==> src/design/rcs_consts.svh <==
`ifndef RCS_CONSTS_SVH
`define RCS_CONSTS_SVH

// ****************************************
// timing
// ****************************************
`define RCS_CLK_PERIOD_NS 50
`define RCS_PCLK_LOSS_NS 400
// longest allowed silence, rounded down to whole cycles
`define RCS_LOSS_CYC (`RCS_PCLK_LOSS_NS / `RCS_CLK_PERIOD_NS)
`define RCS_GAP_CYC 3'd2
`define RCS_STRAP_WAIT 2'd2

// ****************************************
// register indices (byte address = index * 4)
// ****************************************
`define RCS_IDX_CLK_CTRL 8'h03
`define RCS_IDX_OSC_RATE 8'h14
`define RCS_IDX_STATUS 8'h20
`define RCS_IDX_GPO_CTRL 8'h21
`define RCS_IDX_VID_CTRL 8'h22

// ****************************************
// fields and reset values
// ****************************************
`define RCS_PCLK_HOLD_BIT 1
`define RCS_RATE_HI 2
`define RCS_RATE_LO 1
`define RCS_CLK_CTRL_RST 8'h00
`define RCS_OSC_RATE_RST 8'h00
`define RCS_GPO_CTRL_RST 8'h00
`define RCS_VID_CTRL_RST 8'h00
`define RCS_RATE_FAST 2'b01
`define RCS_RATE_RSVD 2'b11
`define RCS_HALF_SLOW 3'd4
`define RCS_HALF_FAST 3'd2

// ****************************************
// mode strap ratio, thousandths
// ****************************************
`define RCS_PIX_MIN 10'd750
`define RCS_PIX_MAX 10'd1000
`define RCS_OSC_MIN 10'd292
`define RCS_OSC_MAX 10'd339

// ****************************************
// self-test pattern
// ****************************************
`define RCS_LFSR_SEED 14'h0001

`endif

==> src/design/rcs_pkg.sv <==
package rcs_pkg;
    typedef enum logic [1:0] {
        RCS_RUN_INT = 2'b00,
        RCS_GAP_PCLK = 2'b01,
        RCS_RUN_PCLK = 2'b10,
        RCS_GAP_INT = 2'b11
    } rcs_src_t;
    typedef logic [13:0] rcs_word_t;
endpackage : rcs_pkg

==> src/design/rcs_clk_watch.sv <==
`include "rcs_consts.svh"

// syncs one external clock pin, flags rising edges and presence
module rcs_clk_watch (
    input wire logic clk_sys, // system clock
    input wire logic rstn, // async reset, active low
    input wire logic pin, // external clock pin
    output logic level, // synchronised level
    output logic rise, // one-cycle pulse per rising edge
    output logic present // level, edges seen recently
);
    logic s1_q;
    logic s2_q;
    logic s3_q;
    logic [3:0] idle_q;
    logic [3:0] idle_d;

    // ****************************************
    // synchroniser; only s2 reads s1
    // ****************************************
    always_ff @(posedge clk_sys or negedge rstn) begin
        if (!rstn) begin
            s1_q <= 1'b0;
            s2_q <= 1'b0;
            s3_q <= 1'b0;
        end else begin
            s1_q <= pin;
            s2_q <= s1_q;
            s3_q <= s2_q;
        end
    end

    assign level = s2_q;
    assign rise = s2_q & ~s3_q;

    // silence counter; sampled at clk_sys, so fast clocks alias but still toggle
    assign idle_d = (s2_q != s3_q) ? 4'd0 :
                    (idle_q == 4'(`RCS_LOSS_CYC)) ? idle_q : idle_q + 4'd1;

    always_ff @(posedge clk_sys or negedge rstn) begin
        if (!rstn) begin
            idle_q <= 4'(`RCS_LOSS_CYC);
        end else begin
            idle_q <= idle_d;
        end
    end

    assign present = (idle_q != 4'(`RCS_LOSS_CYC));
endmodule : rcs_clk_watch

==> src/design/rcs_ref_clock.sv <==
// The Avalon-MM register port was left to the implementer.
`include "rcs_consts.svh"

module rcs_ref_clock (
    input wire logic clk_sys, // 20 MHz system clock
    input wire logic rstn, // async reset, active low
    input wire logic [7:0] avs_address, // word index
    input wire logic avs_read, // read request
    input wire logic avs_write, // write request
    input wire logic [31:0] avs_writedata, // write data
    input wire logic [3:0] avs_byteenable, // byte lanes
    output logic [31:0] avs_readdata, // read data
    output logic avs_waitrequest, // stall
    input wire logic [9:0] mode_strap_ratio, // digitised strap ratio x1000
    input wire logic pclk_pin, // imager pixel clock
    input wire logic [3:0] gpo_in, // pad input of the general pins
    output logic [3:0] gpo_out, // general pin drive
    output logic [3:0] gpo_oe, // general pin enable
    input wire logic [3:0] remote_gpio, // remote pin values, back channel
    input wire logic bc_self_test, // self-test commanded, back channel
    input wire logic bc_rate_load, // pulse: rate word valid
    input wire logic [1:0] bc_rate, // rate word from far end
    input wire rcs_pkg::rcs_word_t video_in, // imager data and sync
    output rcs_pkg::rcs_word_t link_data, // word to serial framer
    output logic link_on_int_osc, // link clocked by internal osc
    output logic core_clk // serializer core clock
);
    import rcs_pkg::*;

    // ****************************************
    // declarations
    // ****************************************
    logic [9:0] strap_s1_q, strap_s2_q;
    logic [1:0] strap_cnt_q;
    logic strap_done_q, osc_mode_q, strap_pix_win, strap_osc_win;
    logic [7:0] clk_ctrl_q, osc_rate_q, gpo_ctrl_q, vid_ctrl_q, status_w;
    logic ack_q, req, take, wr_take, sel_clk, sel_rate, sel_gpo, sel_vid;
    logic [31:0] rdata_q, rdata_d;
    logic osc_rise, osc_present, pclk_level, pclk_rise, pclk_present;
    logic half_q, int_osc_q, want_pclk, core_q, st_fault;
    logic [1:0] rate;
    logic [2:0] int_cnt_q, int_half, gap_q;
    rcs_src_t src_q, src_d;
    rcs_word_t lfsr_q, link_q, vid_masked;
    logic [3:0] gpo_q, gpo_oe_q;

    // ****************************************
    // pin watchers
    // ****************************************
    rcs_clk_watch u_osc (
        .clk_sys(clk_sys),
        .rstn(rstn),
        .pin(gpo_in[3]),
        .level(),
        .rise(osc_rise),
        .present(osc_present)
    );

    rcs_clk_watch u_pclk (
        .clk_sys(clk_sys),
        .rstn(rstn),
        .pin(pclk_pin),
        .level(pclk_level),
        .rise(pclk_rise),
        .present(pclk_present)
    );

    // ****************************************
    // mode strap, caught after reset release
    // ****************************************
    assign strap_pix_win = (strap_s2_q >= `RCS_PIX_MIN) && (strap_s2_q <= `RCS_PIX_MAX);
    assign strap_osc_win = (strap_s2_q >= `RCS_OSC_MIN) && (strap_s2_q <= `RCS_OSC_MAX);

    // out-of-window ratios fall back to pixel clock mode
    always_ff @(posedge clk_sys or negedge rstn) begin
        if (!rstn) begin
            strap_s1_q <= 10'h000;
            strap_s2_q <= 10'h000;
            strap_cnt_q <= 2'h0;
            strap_done_q <= 1'b0;
            osc_mode_q <= 1'b0;
        end else begin
            strap_s1_q <= mode_strap_ratio;
            strap_s2_q <= strap_s1_q;
            if (!strap_done_q) begin
                strap_cnt_q <= strap_cnt_q + 2'h1;
                if (strap_cnt_q == `RCS_STRAP_WAIT) begin
                    strap_done_q <= 1'b1;
                    osc_mode_q <= strap_osc_win & ~strap_pix_win;
                end
            end
        end
    end

    // ****************************************
    // register bus, one wait cycle per access
    // ****************************************
    assign req = avs_read | avs_write;
    assign take = req & ~ack_q;
    assign wr_take = avs_write & ack_q & avs_byteenable[0]; // lands as waitrequest drops
    assign avs_waitrequest = req & ~ack_q;
    assign sel_clk = (avs_address == `RCS_IDX_CLK_CTRL);
    assign sel_rate = (avs_address == `RCS_IDX_OSC_RATE);
    assign sel_gpo = (avs_address == `RCS_IDX_GPO_CTRL);
    assign sel_vid = (avs_address == `RCS_IDX_VID_CTRL);
    assign status_w = {1'b0, rate, st_fault, bc_self_test,
                       (src_q == RCS_RUN_PCLK), pclk_present, osc_mode_q};
    assign rdata_d = sel_clk ? {24'h0, clk_ctrl_q} :
                     sel_rate ? {24'h0, osc_rate_q} :
                     (avs_address == `RCS_IDX_STATUS) ? {24'h0, status_w} :
                     sel_gpo ? {24'h0, gpo_ctrl_q} :
                     sel_vid ? {24'h0, vid_ctrl_q} : 32'h0;

    always_ff @(posedge clk_sys or negedge rstn) begin
        if (!rstn) begin
            ack_q <= 1'b0;
            rdata_q <= 32'h0;
        end else begin
            ack_q <= take;
            if (avs_read & take) begin
                rdata_q <= rdata_d;
            end
        end
    end

    assign avs_readdata = rdata_q;

    // ****************************************
    // control registers
    // ****************************************
    // the far end owns the rate during self-test; local writes to it drop
    always_ff @(posedge clk_sys or negedge rstn) begin
        if (!rstn) begin
            clk_ctrl_q <= `RCS_CLK_CTRL_RST;
            osc_rate_q <= `RCS_OSC_RATE_RST;
            gpo_ctrl_q <= `RCS_GPO_CTRL_RST;
            vid_ctrl_q <= `RCS_VID_CTRL_RST;
        end else begin
            if (wr_take && sel_clk) begin
                clk_ctrl_q <= avs_writedata[7:0];
            end
            if (wr_take && sel_gpo) begin
                gpo_ctrl_q <= avs_writedata[7:0];
            end
            if (wr_take && sel_vid) begin
                vid_ctrl_q <= avs_writedata[7:0];
            end
            if (bc_self_test) begin
                if (bc_rate_load) begin
                    osc_rate_q[`RCS_RATE_HI:`RCS_RATE_LO] <= bc_rate;
                end
            end else if (wr_take && sel_rate) begin
                osc_rate_q <= avs_writedata[7:0];
            end
        end
    end

    assign rate = osc_rate_q[`RCS_RATE_HI:`RCS_RATE_LO];

    // ****************************************
    // internal oscillator model
    // ****************************************
    // codes 00 and 10 give the slow rate, 01 the fast one
    assign int_half = (rate == `RCS_RATE_FAST) ? `RCS_HALF_FAST : `RCS_HALF_SLOW;

    always_ff @(posedge clk_sys or negedge rstn) begin
        if (!rstn) begin
            int_cnt_q <= 3'h0;
            int_osc_q <= 1'b0;
        end else if (rate == `RCS_RATE_RSVD) begin
            int_cnt_q <= 3'h0;
            int_osc_q <= 1'b0;
        end else if (int_cnt_q + 3'h1 >= int_half) begin
            int_cnt_q <= 3'h0;
            int_osc_q <= ~int_osc_q;
        end else begin
            int_cnt_q <= int_cnt_q + 3'h1;
        end
    end

    // ****************************************
    // oscillator halving for the imager
    // ****************************************
    always_ff @(posedge clk_sys or negedge rstn) begin
        if (!rstn) begin
            half_q <= 1'b0;
        end else if (osc_mode_q && osc_rise) begin
            half_q <= ~half_q;
        end
    end

    // ****************************************
    // core clock source selection
    // ****************************************
    assign want_pclk = pclk_present & ~clk_ctrl_q[`RCS_PCLK_HOLD_BIT];

    // a source is left or taken while its level is low, with a dead gap; a lost pixel clock is left at once at any level
    always_comb begin
        src_d = src_q;
        unique case (src_q)
            RCS_RUN_INT: begin
                if (want_pclk && pclk_rise && !int_osc_q) begin
                    src_d = RCS_GAP_PCLK;
                end
            end
            RCS_GAP_PCLK: begin
                if (!want_pclk) begin
                    src_d = RCS_GAP_INT;
                end else if (gap_q == `RCS_GAP_CYC && !pclk_level) begin
                    src_d = RCS_RUN_PCLK;
                end
            end
            RCS_RUN_PCLK: begin
                if (!want_pclk && !pclk_level) begin
                    src_d = RCS_GAP_INT;
                end else if (!pclk_present) begin
                    src_d = RCS_GAP_INT;
                end
            end
            RCS_GAP_INT: begin
                if (gap_q == `RCS_GAP_CYC && !int_osc_q) begin
                    src_d = RCS_RUN_INT;
                end
            end
        endcase
    end

    always_ff @(posedge clk_sys or negedge rstn) begin
        if (!rstn) begin
            src_q <= RCS_RUN_INT;
            gap_q <= 3'h0;
            core_q <= 1'b0;
        end else begin
            src_q <= src_d;
            gap_q <= (src_d != src_q) ? 3'h0 :
                     (gap_q == `RCS_GAP_CYC) ? gap_q : gap_q + 3'h1;
            core_q <= (src_d == RCS_RUN_INT) ? int_osc_q :
                      (src_d == RCS_RUN_PCLK) ? pclk_level : 1'b0;
        end
    end

    assign core_clk = core_q;
    assign link_on_int_osc = (src_q != RCS_RUN_PCLK);

    // ****************************************
    // link word: video or self-test pattern
    // ****************************************
    // both clocks must run for oscillator-mode self-test
    assign st_fault = bc_self_test & osc_mode_q & ~(osc_present & pclk_present);
    // 10-bit mode keeps two sync bits, upper data bits forced low
    assign vid_masked = vid_ctrl_q[0] ? video_in : {video_in[13:12], 2'b00, video_in[9:0]};

    always_ff @(posedge clk_sys or negedge rstn) begin
        if (!rstn) begin
            lfsr_q <= `RCS_LFSR_SEED;
            link_q <= 14'h0000;
        end else begin
            if (bc_self_test) begin
                lfsr_q <= {lfsr_q[12:0], lfsr_q[13] ^ lfsr_q[12] ^ lfsr_q[11] ^ lfsr_q[1]};
                link_q <= lfsr_q;
            end else begin
                lfsr_q <= `RCS_LFSR_SEED;
                link_q <= vid_masked;
            end
        end
    end

    assign link_data = link_q;

    // ****************************************
    // general pins
    // ****************************************
    // gpo_ctrl: bits 3:0 local value, bits 7:4 forward remote value
    generate
        for (genvar i = 0; i < 4; i++) begin : g_gpo
            logic pin_val;
            logic pin_en;
            if (i == 3) begin : g_p3
                assign pin_en = ~osc_mode_q;
                assign pin_val = gpo_ctrl_q[4 + i] ? remote_gpio[i] : gpo_ctrl_q[i];
            end else if (i == 2) begin : g_p2
                assign pin_en = 1'b1;
                assign pin_val = osc_mode_q ? half_q :
                                 gpo_ctrl_q[4 + i] ? remote_gpio[i] : gpo_ctrl_q[i];
            end else begin : g_pn
                assign pin_en = 1'b1;
                assign pin_val = gpo_ctrl_q[4 + i] ? remote_gpio[i] : gpo_ctrl_q[i];
            end
            always_ff @(posedge clk_sys or negedge rstn) begin
                if (!rstn) begin
                    gpo_q[i] <= 1'b0;
                    gpo_oe_q[i] <= 1'b0;
                end else begin
                    gpo_q[i] <= pin_en & pin_val;
                    gpo_oe_q[i] <= pin_en & strap_done_q;
                end
            end
        end
    endgenerate

    assign gpo_out = gpo_q;
    assign gpo_oe = gpo_oe_q;
endmodule : rcs_ref_clock

==> config.mk <==
export PLATFORM = sky130hd
export DESIGN_NAME = rcs_ref_clock
export DESIGN_NICKNAME = d
export VERILOG_FILES = /design/src/design/rcs_pkg.sv /design/src/design/rcs_clk_watch.sv /design/src/design/rcs_ref_clock.sv
export VERILOG_INCLUDE_DIRS = /design/src /design/src/design
export SDC_FILE = /design/constraint.sdc
export NUM_CORES = 1
export LEC_CHECK = 0
export BUFFER_PORTS_ARGS = -buffer_cell sky130_fd_sc_hd__clkbuf_2
export CORE_MARGIN = 2
export CORE_UTILIZATION = 56
export DETAILED_ROUTE_END_ITERATION = 7
export HOLD_SLACK_MARGIN = 0.15
export PLACE_DENSITY_LB_ADDON = 0.12
export SLEW_MARGIN = 15
export SYNTH_ARGS = -nofsm -noshare
export SYNTH_HDL_FRONTEND = slang
export SYNTH_SLANG_ARGS = --single-unit
==> constraint.sdc <==
create_clock -name clk_sys -period 2.85 [get_ports clk_sys]
set_input_delay 0.855 -clock clk_sys [delete_from_list [all_inputs] [get_ports clk_sys]]
set_output_delay 0.855 -clock clk_sys [all_outputs]
set_load 0.005 [all_outputs]
==> results.sh, run 1 <==
export IMPL_status="finished clean"
export IMPL_critical_path_max_fanout=6
export IMPL_clock_sink_count=120
export IMPL_worst_setup_sp_type="flop"
export IMPL_clock_insertion_delay_worst_skew_ps=510
export IMPL_globalplace_congestion=0.925
export IMPL_start_util_pct=57.0
export IMPL_p_sw_share_pct=27.4
export IMPL_ys_warnings_count=0
export IMPL_p_sw_w=0.00124
export IMPL_clock_root_buffer="sky130_fd_sc_hd__clkbuf_8"
export IMPL_grt_met1_usage_pct=27.8
export IMPL_ratio_of_cells_with_drive_above_1_in_the_final_layout_pct=33.1
export IMPL_critPathMaxStageDelay_ps=430
export IMPL_cts_htree_levels=4
export IMPL_multi_input_area_um2=1980
export IMPL_antenna_found_initial=0
export IMPL_timing_critical_path_slowest_stage_cell="sky130_fd_sc_hd__dfrtp_1"
export IMPL_fraction_of_the_cycle_the_final_worst_path_needs_pct=75.9
export IMPL_power_density_nw_per_um2=723
export IMPL_dieWidth_um=101
export IMPL_clock_tree_from_tritoncts="built"
export IMPL_relSlewSlack_pct=64.1
export IMPL_portBuffers=85
export IMPL_drt_wirelength_per_cell_um=15.4
export IMPL_pwr_share_clk_pct=43.9
export IMPL_worstPathRequired_ps=2000
export IMPL_fin_skew_ps=11.4
export IMPL_number_of_iterations_in_the_first_detailed_routing_pass=5
export IMPL_p_seq_share_pct=42.9
export IMPL_drt_drc_violations_left=0
export IMPL_globalRoute_busiestLayer="met2"
export IMPL_top_level_ports=142
export IMPL_grtUsageMet3_pct=7.28
export IMPL_area_growth_pct=20.2
export IMPL_cts_made_buffers=17
export IMPL_rows=35
export IMPL_worst_setup_hold_path_clk_slew_ps=60
export IMPL_syn_inst=431
export IMPL_n_antenna_cell=0
export IMPL_drt_initial_drc_count=118
export IMPL_synth_enable_flop_cells=0
export IMPL_floorplan_core_area_um2=9150
export IMPL_met2_track_usage_gr_pct=36.2
export IMPL_worst_endpoint_data_arrival_time_ps=1310
export IMPL_ys_async_sr_fraction_pct=100
export IMPL_ant_nets=0
export IMPL_min_period_ps=2160
export IMPL_synth_cell_types=56
export IMPL_clock_path_buffers=2
export IMPL_crit_type="flop to output pin"
export IMPL_achievable_frequency_mhz=462
export IMPL_die_height_um=101
export IMPL_setup_repair_after_global_routing_missed_its_margin="false"
export IMPL_synthesized_area_per_cell_um2=12.1
export IMPL_ctsHoldBuffers=0
export IMPL_register_area_um2=3010
export IMPL_finalHoldViolations=0
export IMPL_drt_wl_total_mm=10.1
export IMPL_fin_worst_hold_slack_ps=302
export IMPL_cp_end_kind="output pin"
export IMPL_worstHoldPathType="input pin to async pin"
export IMPL_power_frac_comb_pct=13.2
export IMPL_count_of_fill_cells_added_during_filler_insertion=702
export IMPL_detailed_place_hpwl_mm=7.15
export IMPL_synth_main_ff_cell="sky130_fd_sc_hd__dfrtp_1"
export IMPL_layout_cells_most_common_list="sky130_fd_sc_hd__dfrtp_1 (117), sky130_fd_sc_hd__clkbuf_2 (84), sky130_fd_sc_hd__mux2_2 (43)"
export IMPL_vias=3466
export IMPL_viasPerCell=5.29
export IMPL_yosysSeqAreaShare_pct=57.7
export IMPL_cts_repair_resized=0
export IMPL_setup_viol=0
export IMPL_p_int_w=0.00329
export IMPL_crit_path_cell_trace="inv_1 > nand2_1 > clkbuf_2"
export IMPL_cts_setup_buffers=0
export IMPL_final_common_cell="sky130_fd_sc_hd__dfrtp_1"
export IMPL_first_global_vias=3462
export IMPL_die_area_um2=10100
export IMPL_timing_worst_slew_pin_value_ps=531
export IMPL_finalNetCount=628
export IMPL_synth_area_um2=5220
export IMPL_wire_length_of_the_first_global_routing_pass_mm=16.8
export IMPL_totalNegativeSetupSlack_ps=0
export IMPL_ys_seq_elements=120
export IMPL_grt_overflow_total=0
export IMPL_cap_violations=0
export IMPL_power_ir_vdd_worst_mv=0.516
export IMPL_reported_leakage_power_nw=3.17
export IMPL_maxSlewViolCount=0
export IMPL_grt_usage_pct=22.1
export IMPL_grt_max_degree=50
cells by family after synthesis:
group           after synthesis  share of synthesized area (%)
simple gates                116                           12.4
other cells                   1                         0.0719
compound gates               69                           9.00
buf+inv                      54                           5.95
mux                          48                           10.2
fa+ha+maj                    12                           2.88
flops                       120                           57.7
xor+xnor                     11                           1.85
layout make-up:
cell class | instances | share of cell area, %
tap | 111 | 2.22
multi-input combinational | 280 | 31.7
timing repair buffer | 96 | 8.34
clock inverter | 14 | 2.22
sequential | 120 | 48.0
inverter | 16 | 0.958
clock buffer | 18 | 6.67
registers in the layout (all words and copies together) (netlist names), 2 cells and up:
register       cells
gap_q              3
src_q              2
int_cnt_q          3
strap_cnt_q        2
clk_ctrl_q         8
avs_readdata       8
link_data         14
osc_rate_q         8
strap_s1_q         8
gpo_out            4
gpo_ctrl_q         8
vid_ctrl_q         8
u_osc.idle_q       4
lfsr_q            14
strap_s2_q         8
gpo_oe             2
u_pclk.idle_q      4
through the flow:
step / utilization (%) / worst slack [ps] / cells / power (W) / area (µm²)
after global routing: 68.5 / 569 / 655 / 0.00476 / 6270
after global placement: 62.4 / 235 / 623 / 0.00253 / 5710
after detailed placement: 62.4 / 206 / 623 / 0.00257 / 5710
after floorplan: - / 215 / 454 / 0.00238 / 5300
final: 68.5 / 687 / 655 / 0.00454 / 6270
after CTS: 68.5 / 666 / 655 / 0.00458 / 6270
power by group through the flow:
stage	Combinational [W]	Clock (W)	Sequential [W]
floorplan	0.000442	0	0.00194
global placement	0.000567	0	0.00197
detailed placement	0.000593	0	0.00198
CTS	0.000607	0.00203	0.00195
global route	0.000688	0.00211	0.00196
finish	0.000598	0.00199	0.00195
layer usage:
layer,vias to the layer above,wire [µm]
li1,1657,-
met5,-,0
met1,1684,4280
met2,112,5040
met4,0,106
met3,13,645
cell usage after synthesis, types with 3 or more instances:
cell                       count  area share, %
sky130_fd_sc_hd__a21boi_0      3           0.43
sky130_fd_sc_hd__a21oi_1      13            1.2
sky130_fd_sc_hd__a22oi_1       7            1.0
sky130_fd_sc_hd__and2_1       19            2.3
sky130_fd_sc_hd__and3_1        7           0.84
sky130_fd_sc_hd__buf_4        26            3.7
sky130_fd_sc_hd__clkbuf_1      9           0.65
sky130_fd_sc_hd__dfrtp_1     117             56
sky130_fd_sc_hd__dfstp_2       3            1.5
sky130_fd_sc_hd__ha_1         12            2.9
sky130_fd_sc_hd__inv_1        16            1.2
sky130_fd_sc_hd__mux2_2       43            9.3
sky130_fd_sc_hd__mux2i_1       5           0.96
sky130_fd_sc_hd__nand2_1      33            2.4
sky130_fd_sc_hd__nand2b_1      3           0.36
sky130_fd_sc_hd__nand3_1      12            1.2
sky130_fd_sc_hd__nand3b_1      3           0.43
sky130_fd_sc_hd__nor2_1       14            1.0
sky130_fd_sc_hd__nor2b_1      10            1.2
sky130_fd_sc_hd__o211ai_1      5           0.72
sky130_fd_sc_hd__o21ai_0      12            1.2
sky130_fd_sc_hd__o22ai_1       5           0.60
sky130_fd_sc_hd__xnor2_1       8            1.3
sky130_fd_sc_hd__xor2_1        3           0.50
worst max-delay path, delay by kind of cell (launching register included):
kind | cells | cell delay (ps)
simple gates | 1 | 70
buf+inv | 2 | 300
flops | 1 | 430
worst paths after layout:
kind	start	slack, ps	endpoint	depth (start not counted)
hold reg to reg	strap_s1_q[7]$_DFF_PN0_	350	strap_s2_q[7]$_DFF_PN0_	0
min in group clk_sys	strap_s1_q[7]$_DFF_PN0_	350	strap_s2_q[7]$_DFF_PN0_	0
hold / removal	rstn	300	gap_q[0]$_DFFE_PN0P_	1
setup / recovery	src_q[0]$_DFF_PN0_	690	link_on_int_osc	3
setup reg to reg	u_pclk.idle_q[0]$_DFFE_PN0P_	810	core_clk$_DFF_PN0_	7
max in group asynchronous	rstn	1750	gpo_out[3]$_DFF_PN0_	2
Power figures use the tool's default switching activity.
==> inputs of run 2 (changes only) <==
Settings changed: CORE_UTILIZATION 56 to 52.
Clock period 2.85 ns to 2.1 ns, I/O delays scaled along.
==> results.sh, run 2 (synthesis gave the netlist of run 1 again) <==
export IMPL_status="finished clean"
export IMPL_instances_no_fill=693
export IMPL_worstPathRequired_ps=1470
export IMPL_layout_cells_most_common_list="sky130_fd_sc_hd__dfrtp_1 (117), sky130_fd_sc_hd__clkbuf_2 (84), sky130_fd_sc_hd__mux2_2 (43)"
export IMPL_min_period_ps=1950
export IMPL_cts_htree_levels=4
export IMPL_drt_drc_violations_left=0
export IMPL_ant_nets=0
export IMPL_count_of_fill_cells_added_during_filler_insertion=785
export IMPL_grt_overflow_total=0
export IMPL_viasPerCell=5.13
export IMPL_pwr_share_clk_pct=44.5
export IMPL_number_of_iterations_in_the_first_detailed_routing_pass=6
export IMPL_hold_depth=1
export IMPL_die_area_um2=10800
export IMPL_top_level_ports=142
export IMPL_first_global_vias=3608
export IMPL_achievable_frequency_mhz=513
export IMPL_fin_skew_ps=7.18
export IMPL_cts_made_buffers=17
export IMPL_clock_path_buffers=2
export IMPL_antenna_found_initial=0
export IMPL_setup_viol=0
export IMPL_dieWidth_um=104
export IMPL_wire_length_of_the_first_global_routing_pass_mm=17.3
export IMPL_critical_path_max_fanout=6
export IMPL_holdCritStartpoint="mode_strap_ratio[8]"
export IMPL_numPlacedInstances=660
export IMPL_n_antenna_cell=0
export IMPL_grt_max_degree=41
export IMPL_worst_setup_sp_type="flop"
export IMPL_clock_root_buffer="sky130_fd_sc_hd__clkbuf_8"
export IMPL_clock_tree_from_tritoncts="built"
export IMPL_worst_endpoint_data_arrival_time_ps=1320
export IMPL_clock_insertion_delay_worst_skew_ps=500
export IMPL_setup_repair_after_global_routing_missed_its_margin="false"
export IMPL_globalplace_congestion=0.887
export IMPL_crit_reg2reg_capture="core_clk$_DFF_PN0_"
export IMPL_detailed_place_hpwl_mm=7.50
export IMPL_vias=3552
export IMPL_rows=36
export IMPL_p_int_w=0.00455
export IMPL_power_density_nw_per_um2=965
export IMPL_crit_type="flop to output pin"
export IMPL_portBuffers=85
export IMPL_ratio_of_cells_with_drive_above_1_in_the_final_layout_pct=35.5
export IMPL_grt_usage_pct=20.2
export IMPL_maxSlewViolCount=0
export IMPL_p_sw_share_pct=27.5
export IMPL_crit_reg2reg_launch="u_pclk.idle_q[0]$_DFFE_PN0P_"
export IMPL_area_growth_pct=24.7
export IMPL_p_sw_w=0.00173
export IMPL_hold_crit_endpoint="strap_s1_q[8]$_DFF_PN0_"
export IMPL_critPathMaxStageDelay_ps=430
export IMPL_power_frac_comb_pct=13.5
export IMPL_power_ir_vdd_worst_mv=0.739
export IMPL_final_common_cell="sky130_fd_sc_hd__dfrtp_1"
export IMPL_cp_end_kind="output pin"
export IMPL_p_total_w=0.00627
export IMPL_finalHoldViolations=0
export IMPL_drt_wl_total_mm=10.3
export IMPL_start_util_pct=53.4
export IMPL_fraction_of_the_cycle_the_final_worst_path_needs_pct=92.9
export IMPL_reg2regPathDepth=7
export IMPL_p_seq_share_pct=42.0
export IMPL_die_height_um=104
export IMPL_drt_initial_drc_count=154
export IMPL_timing_critical_path_slowest_stage_cell="sky130_fd_sc_hd__dfrtp_1"
export IMPL_worstHoldPathType="input pin to flop"
export IMPL_finalNetCount=644
export IMPL_clock_sink_count=120
export IMPL_floorplan_core_area_um2=9770
export IMPL_crit_path_cell_trace="inv_1 > nand2_1 > clkbuf_2"
export IMPL_worst_r2r_setup_slack_ps=230
export IMPL_cap_violations=0
export IMPL_worst_setup_hold_path_clk_slew_ps=60
export IMPL_reported_leakage_power_nw=3.28
export IMPL_drt_wirelength_per_cell_um=14.9
## run 2: cell count changes in the layout (fill, tap and decap cells not counted), sizes merged
cell | before | now
inv | 24 | 25
buf | 12 | 27
clkinvlp | 3 | 2
dlygate4sd3 | 0 | 1
## run 2: repair_timing
| action | 4_1_cts | 5_1_grt |
|---|---|---|
| setup endpoints to repair | 0 | 1 |
| hold endpoints to repair | 20 | 0 |
| resized for setup | 0 | 2 |
| hold buffers | 1 | 0 |
| buffers inserted | 0 | 0 |
## run 2: worst max path at each step
stage | slack (ps) | from | cells after the start | end
after floorplan | -280 | avs_address[1] | 6 | osc_rate_q[0]$_DFFE_PN0P_
after global placement | -160 | avs_address[1] | 7 | osc_rate_q[2]$_DFFE_PN0P_
after detailed placement | -200 | avs_address[1] | 7 | osc_rate_q[2]$_DFFE_PN0P_
after CTS | 100 | u_pclk.idle_q[0]$_DFFE_PN0P_ | 7 | core_clk$_DFF_PN0_
after global routing | 70 | u_pclk.idle_q[0]$_DFFE_PN0P_ | 7 | core_clk$_DFF_PN0_
final | 150 | src_q[0]$_DFF_PN0_ | 3 | link_on_int_osc
## run 2: routing by layer
layer | wire length (µm) | global-route usage (%) | vias up
li1 | - | - | 1685
met1 | 4470 | 26.4 | 1748
met5 | 0 | 0 | -
met4 | 107 | 6.95 | 0
met2 | 5240 | 33.2 | 108
met3 | 501 | 5.14 | 11
## run 2: stage by stage
stage          hold slack, ps  instance area [µm²]  utilization, %  setup WS (ps)  setup TNS [ps]
4_1_cts                   201                 6500            66.5           99.4               0
5_1_grt                   204                 6500            66.6           69.5               0
2_1_floorplan             331                 5330               -           -280           -1950
3_5_place_dp              335                 5910            60.5           -203           -1380
6_report                  230                 6500            66.6            150               0
3_3_place_gp              333                 5910            60.5           -156           -1180
## run 2: final cells by class
cell class                      count  area [µm²]  area share, %
Sequential cell                   120        3010           46.2
Inverter                           16        60.1          0.923
Clock inverter                     14         151           2.33
Timing Repair Buffer              112         683           10.5
Tap cell                          133         166           2.56
Multi-Input combinational cell    280        2010           30.9
Clock buffer                       18         428           6.58
## run 2: worst max-delay path: cells and delay by family (launching register included)
family,cells,cell delay (ps)
flops,1,430
buf+inv,2,310
simple gates,1,70
## run 2: power groups by stage
stage | combinational [W] | sequential [W] | clock (W)
final | 0.000846 | 0.00264 | 0.00279
after global routing | 0.000969 | 0.00266 | 0.00296
after CTS | 0.000841 | 0.00264 | 0.00286
after detailed placement | 0.000834 | 0.00268 | 0
after global placement | 0.000794 | 0.00267 | 0
after floorplan | 0.000602 | 0.00263 | 0
==> inputs of run 3 (changes only) <==
Settings changed: CORE_UTILIZATION 52 to 50.
==> results.sh, run 3 (synthesis gave the netlist of run 1 again) <==
export IMPL_globalplace_congestion=0.869
export IMPL_crit_path_cell_trace="inv_1 > nand2_1 > clkbuf_2"
export IMPL_postLayoutSetupSlackWorst_ps=154
export IMPL_finalHoldViolations=0
export IMPL_totalNegativeSetupSlack_ps=0
export IMPL_worst_endpoint_data_arrival_time_ps=1320
export IMPL_clock_sink_count=120
export IMPL_setup_viol=0
export IMPL_grt_max_degree=40
export IMPL_area_growth_pct=25.4
export IMPL_start_util_pct=51.0
export IMPL_hold_depth=1
export IMPL_viasPerCell=5.07
export IMPL_crit_type="flop to output pin"
export IMPL_drt_wl_total_mm=10.8
export IMPL_reg2regPathDepth=7
export IMPL_worstHoldPathType="input pin to flop"
export IMPL_n_antenna_cell=0
export IMPL_maxSlewViolCount=0
export IMPL_cap_violations=0
export IMPL_crit_reg2reg_launch="u_pclk.idle_q[1]$_DFFE_PN0P_"
export IMPL_critical_path_max_fanout=6
export IMPL_clock_insertion_delay_worst_skew_ps=520
export IMPL_cts_made_buffers=17
export IMPL_worst_r2r_setup_slack_ps=200
export IMPL_pwr_share_clk_pct=44.6
export IMPL_drt_drc_violations_left=0
export IMPL_worst_setup_sp_type="flop"
export IMPL_drt_initial_drc_count=218
export IMPL_p_seq_share_pct=41.7
export IMPL_power_density_nw_per_um2=967
export IMPL_die_area_um2=11300
export IMPL_dieWidth_um=106
export IMPL_die_height_um=106
export IMPL_post_dp_cell_area_um2=5930
export IMPL_grt_usage_pct=20.7
export IMPL_clock_root_buffer="sky130_fd_sc_hd__clkbuf_8"
export IMPL_cts_htree_levels=4
export IMPL_wire_length_of_the_first_global_routing_pass_mm=17.8
export IMPL_achievable_frequency_mhz=514
export IMPL_timing_critical_path_slowest_stage_cell="sky130_fd_sc_hd__dfrtp_1"
export IMPL_place_ws_ps=-188
export IMPL_grt_overflow_total=0
export IMPL_clock_tree_from_tritoncts="built"
export IMPL_finish_instance_area_um2=6540
export IMPL_min_period_ps=1950
export IMPL_p_total_w=0.00632
export IMPL_fraction_of_the_cycle_the_final_worst_path_needs_pct=92.7
export IMPL_finalNetCount=651
export IMPL_floorplan_core_area_um2=10200
export IMPL_fin_skew_ps=6.57
export IMPL_p_sw_share_pct=25.5
export IMPL_worstPathRequired_ps=1470
export IMPL_critPathTopFamily="flip-flops"
export IMPL_layout_cells_most_common_list="sky130_fd_sc_hd__dfrtp_1 (117), sky130_fd_sc_hd__clkbuf_2 (84), sky130_fd_sc_hd__mux2_2 (43)"
export IMPL_rows=37
export IMPL_count_of_fill_cells_added_during_filler_insertion=860
export IMPL_numPlacedInstances=669
export IMPL_first_global_vias=3702
export IMPL_cp_end_kind="output pin"
export IMPL_final_common_cell="sky130_fd_sc_hd__dfrtp_1"
export IMPL_vias=3563
export IMPL_top_level_ports=142
export IMPL_power_frac_comb_pct=13.6
export IMPL_p_sw_w=0.00161
export IMPL_power_ir_vdd_worst_mv=0.829
export IMPL_worst_path_buf_inv=2
export IMPL_status="finished clean"
export IMPL_drt_wirelength_per_cell_um=15.3
export IMPL_antenna_found_initial=0
export IMPL_reported_leakage_power_nw=3.30
export IMPL_ant_nets=0
export IMPL_detailed_place_hpwl_mm=7.72
export IMPL_holdCritStartpoint="mode_strap_ratio[8]"
export IMPL_ratio_of_cells_with_drive_above_1_in_the_final_layout_pct=36.0
export IMPL_portBuffers=85
export IMPL_number_of_iterations_in_the_first_detailed_routing_pass=4
export IMPL_clock_path_buffers=2
export IMPL_instances_no_fill=703
export IMPL_p_int_w=0.00471
export IMPL_worst_setup_hold_path_clk_slew_ps=60
export IMPL_hold_crit_endpoint="strap_s1_q[8]$_DFF_PN0_"
export IMPL_setup_repair_after_global_routing_missed_its_margin="false"
export IMPL_crit_reg2reg_capture="core_clk$_DFF_PN0_"
export IMPL_critPathMaxStageDelay_ps=430
run 3: power by group through the flow:
stage          clock network, W  registers [W]  logic (W)
6_report                0.00282        0.00264   0.000861
5_1_grt                 0.00300        0.00266   0.000984
4_1_cts                 0.00288        0.00264   0.000852
3_5_place_dp                  0        0.00268   0.000835
3_3_place_gp                  0        0.00267   0.000797
2_1_floorplan                 0        0.00263   0.000602
run 3: layer usage:
| metal | track usage, % | vias to the layer above | part of all wire (%) | wire (µm) |
|---|---|---|---|---|
| met5 | 0 | - | 0 | 0 |
| met4 | 7.89 | 0 | 1.6 | 171 |
| met3 | 7.05 | 13 | 6.1 | 662 |
| met2 | 33.7 | 113 | 49 | 5300 |
| met1 | 25.7 | 1737 | 43 | 4640 |
| li1 | - | 1700 | - | - |
run 3: worst max-delay path by stage:
stage / from / endpoint / slack (ps) / depth (start not counted)
finish: src_q[0]$_DFF_PN0_ / link_on_int_osc / 150 / 3
global route: u_pclk.idle_q[1]$_DFFE_PN0P_ / core_clk$_DFF_PN0_ / 50 / 7
CTS: u_pclk.idle_q[0]$_DFFE_PN0P_ / core_clk$_DFF_PN0_ / 40 / 7
detailed placement: avs_address[1] / osc_rate_q[1]$_DFFE_PN0P_ / -190 / 7
global placement: avs_address[1] / osc_rate_q[2]$_DFFE_PN0P_ / -160 / 7
floorplan: avs_address[1] / osc_rate_q[0]$_DFFE_PN0P_ / -280 / 6
run 3: metrics by stage:
step                      hold slack (ps)  util (%)
after floorplan                       331         -
after global placement                334      58.0
after detailed placement              336      58.0
after CTS                             194      63.8
after global routing                  187      63.9
final                                 216      63.9
run 3: repair_timing:
| item | CTS | global route |
|---|---|---|
| resized for setup | 0 | 3 |
| hold buffers | 1 | 0 |
| endpoints found under the hold margin | 26 | 0 |
| setup buffers | 0 | 1 |
| setup endpoints to repair | 0 | 1 |
run 3: layout make-up:
| type | instances | area (µm²) | area share, % |
|---|---|---|---|
| clock buffer | 20 | 425 | 6.51 |
| clock inverter | 12 | 154 | 2.35 |
| inverter | 16 | 60.1 | 0.919 |
| multi-input combinational | 280 | 2010 | 30.8 |
| sequential | 120 | 3010 | 46.0 |
| tap | 136 | 170 | 2.60 |
| timing repair buffer | 119 | 711 | 10.9 |
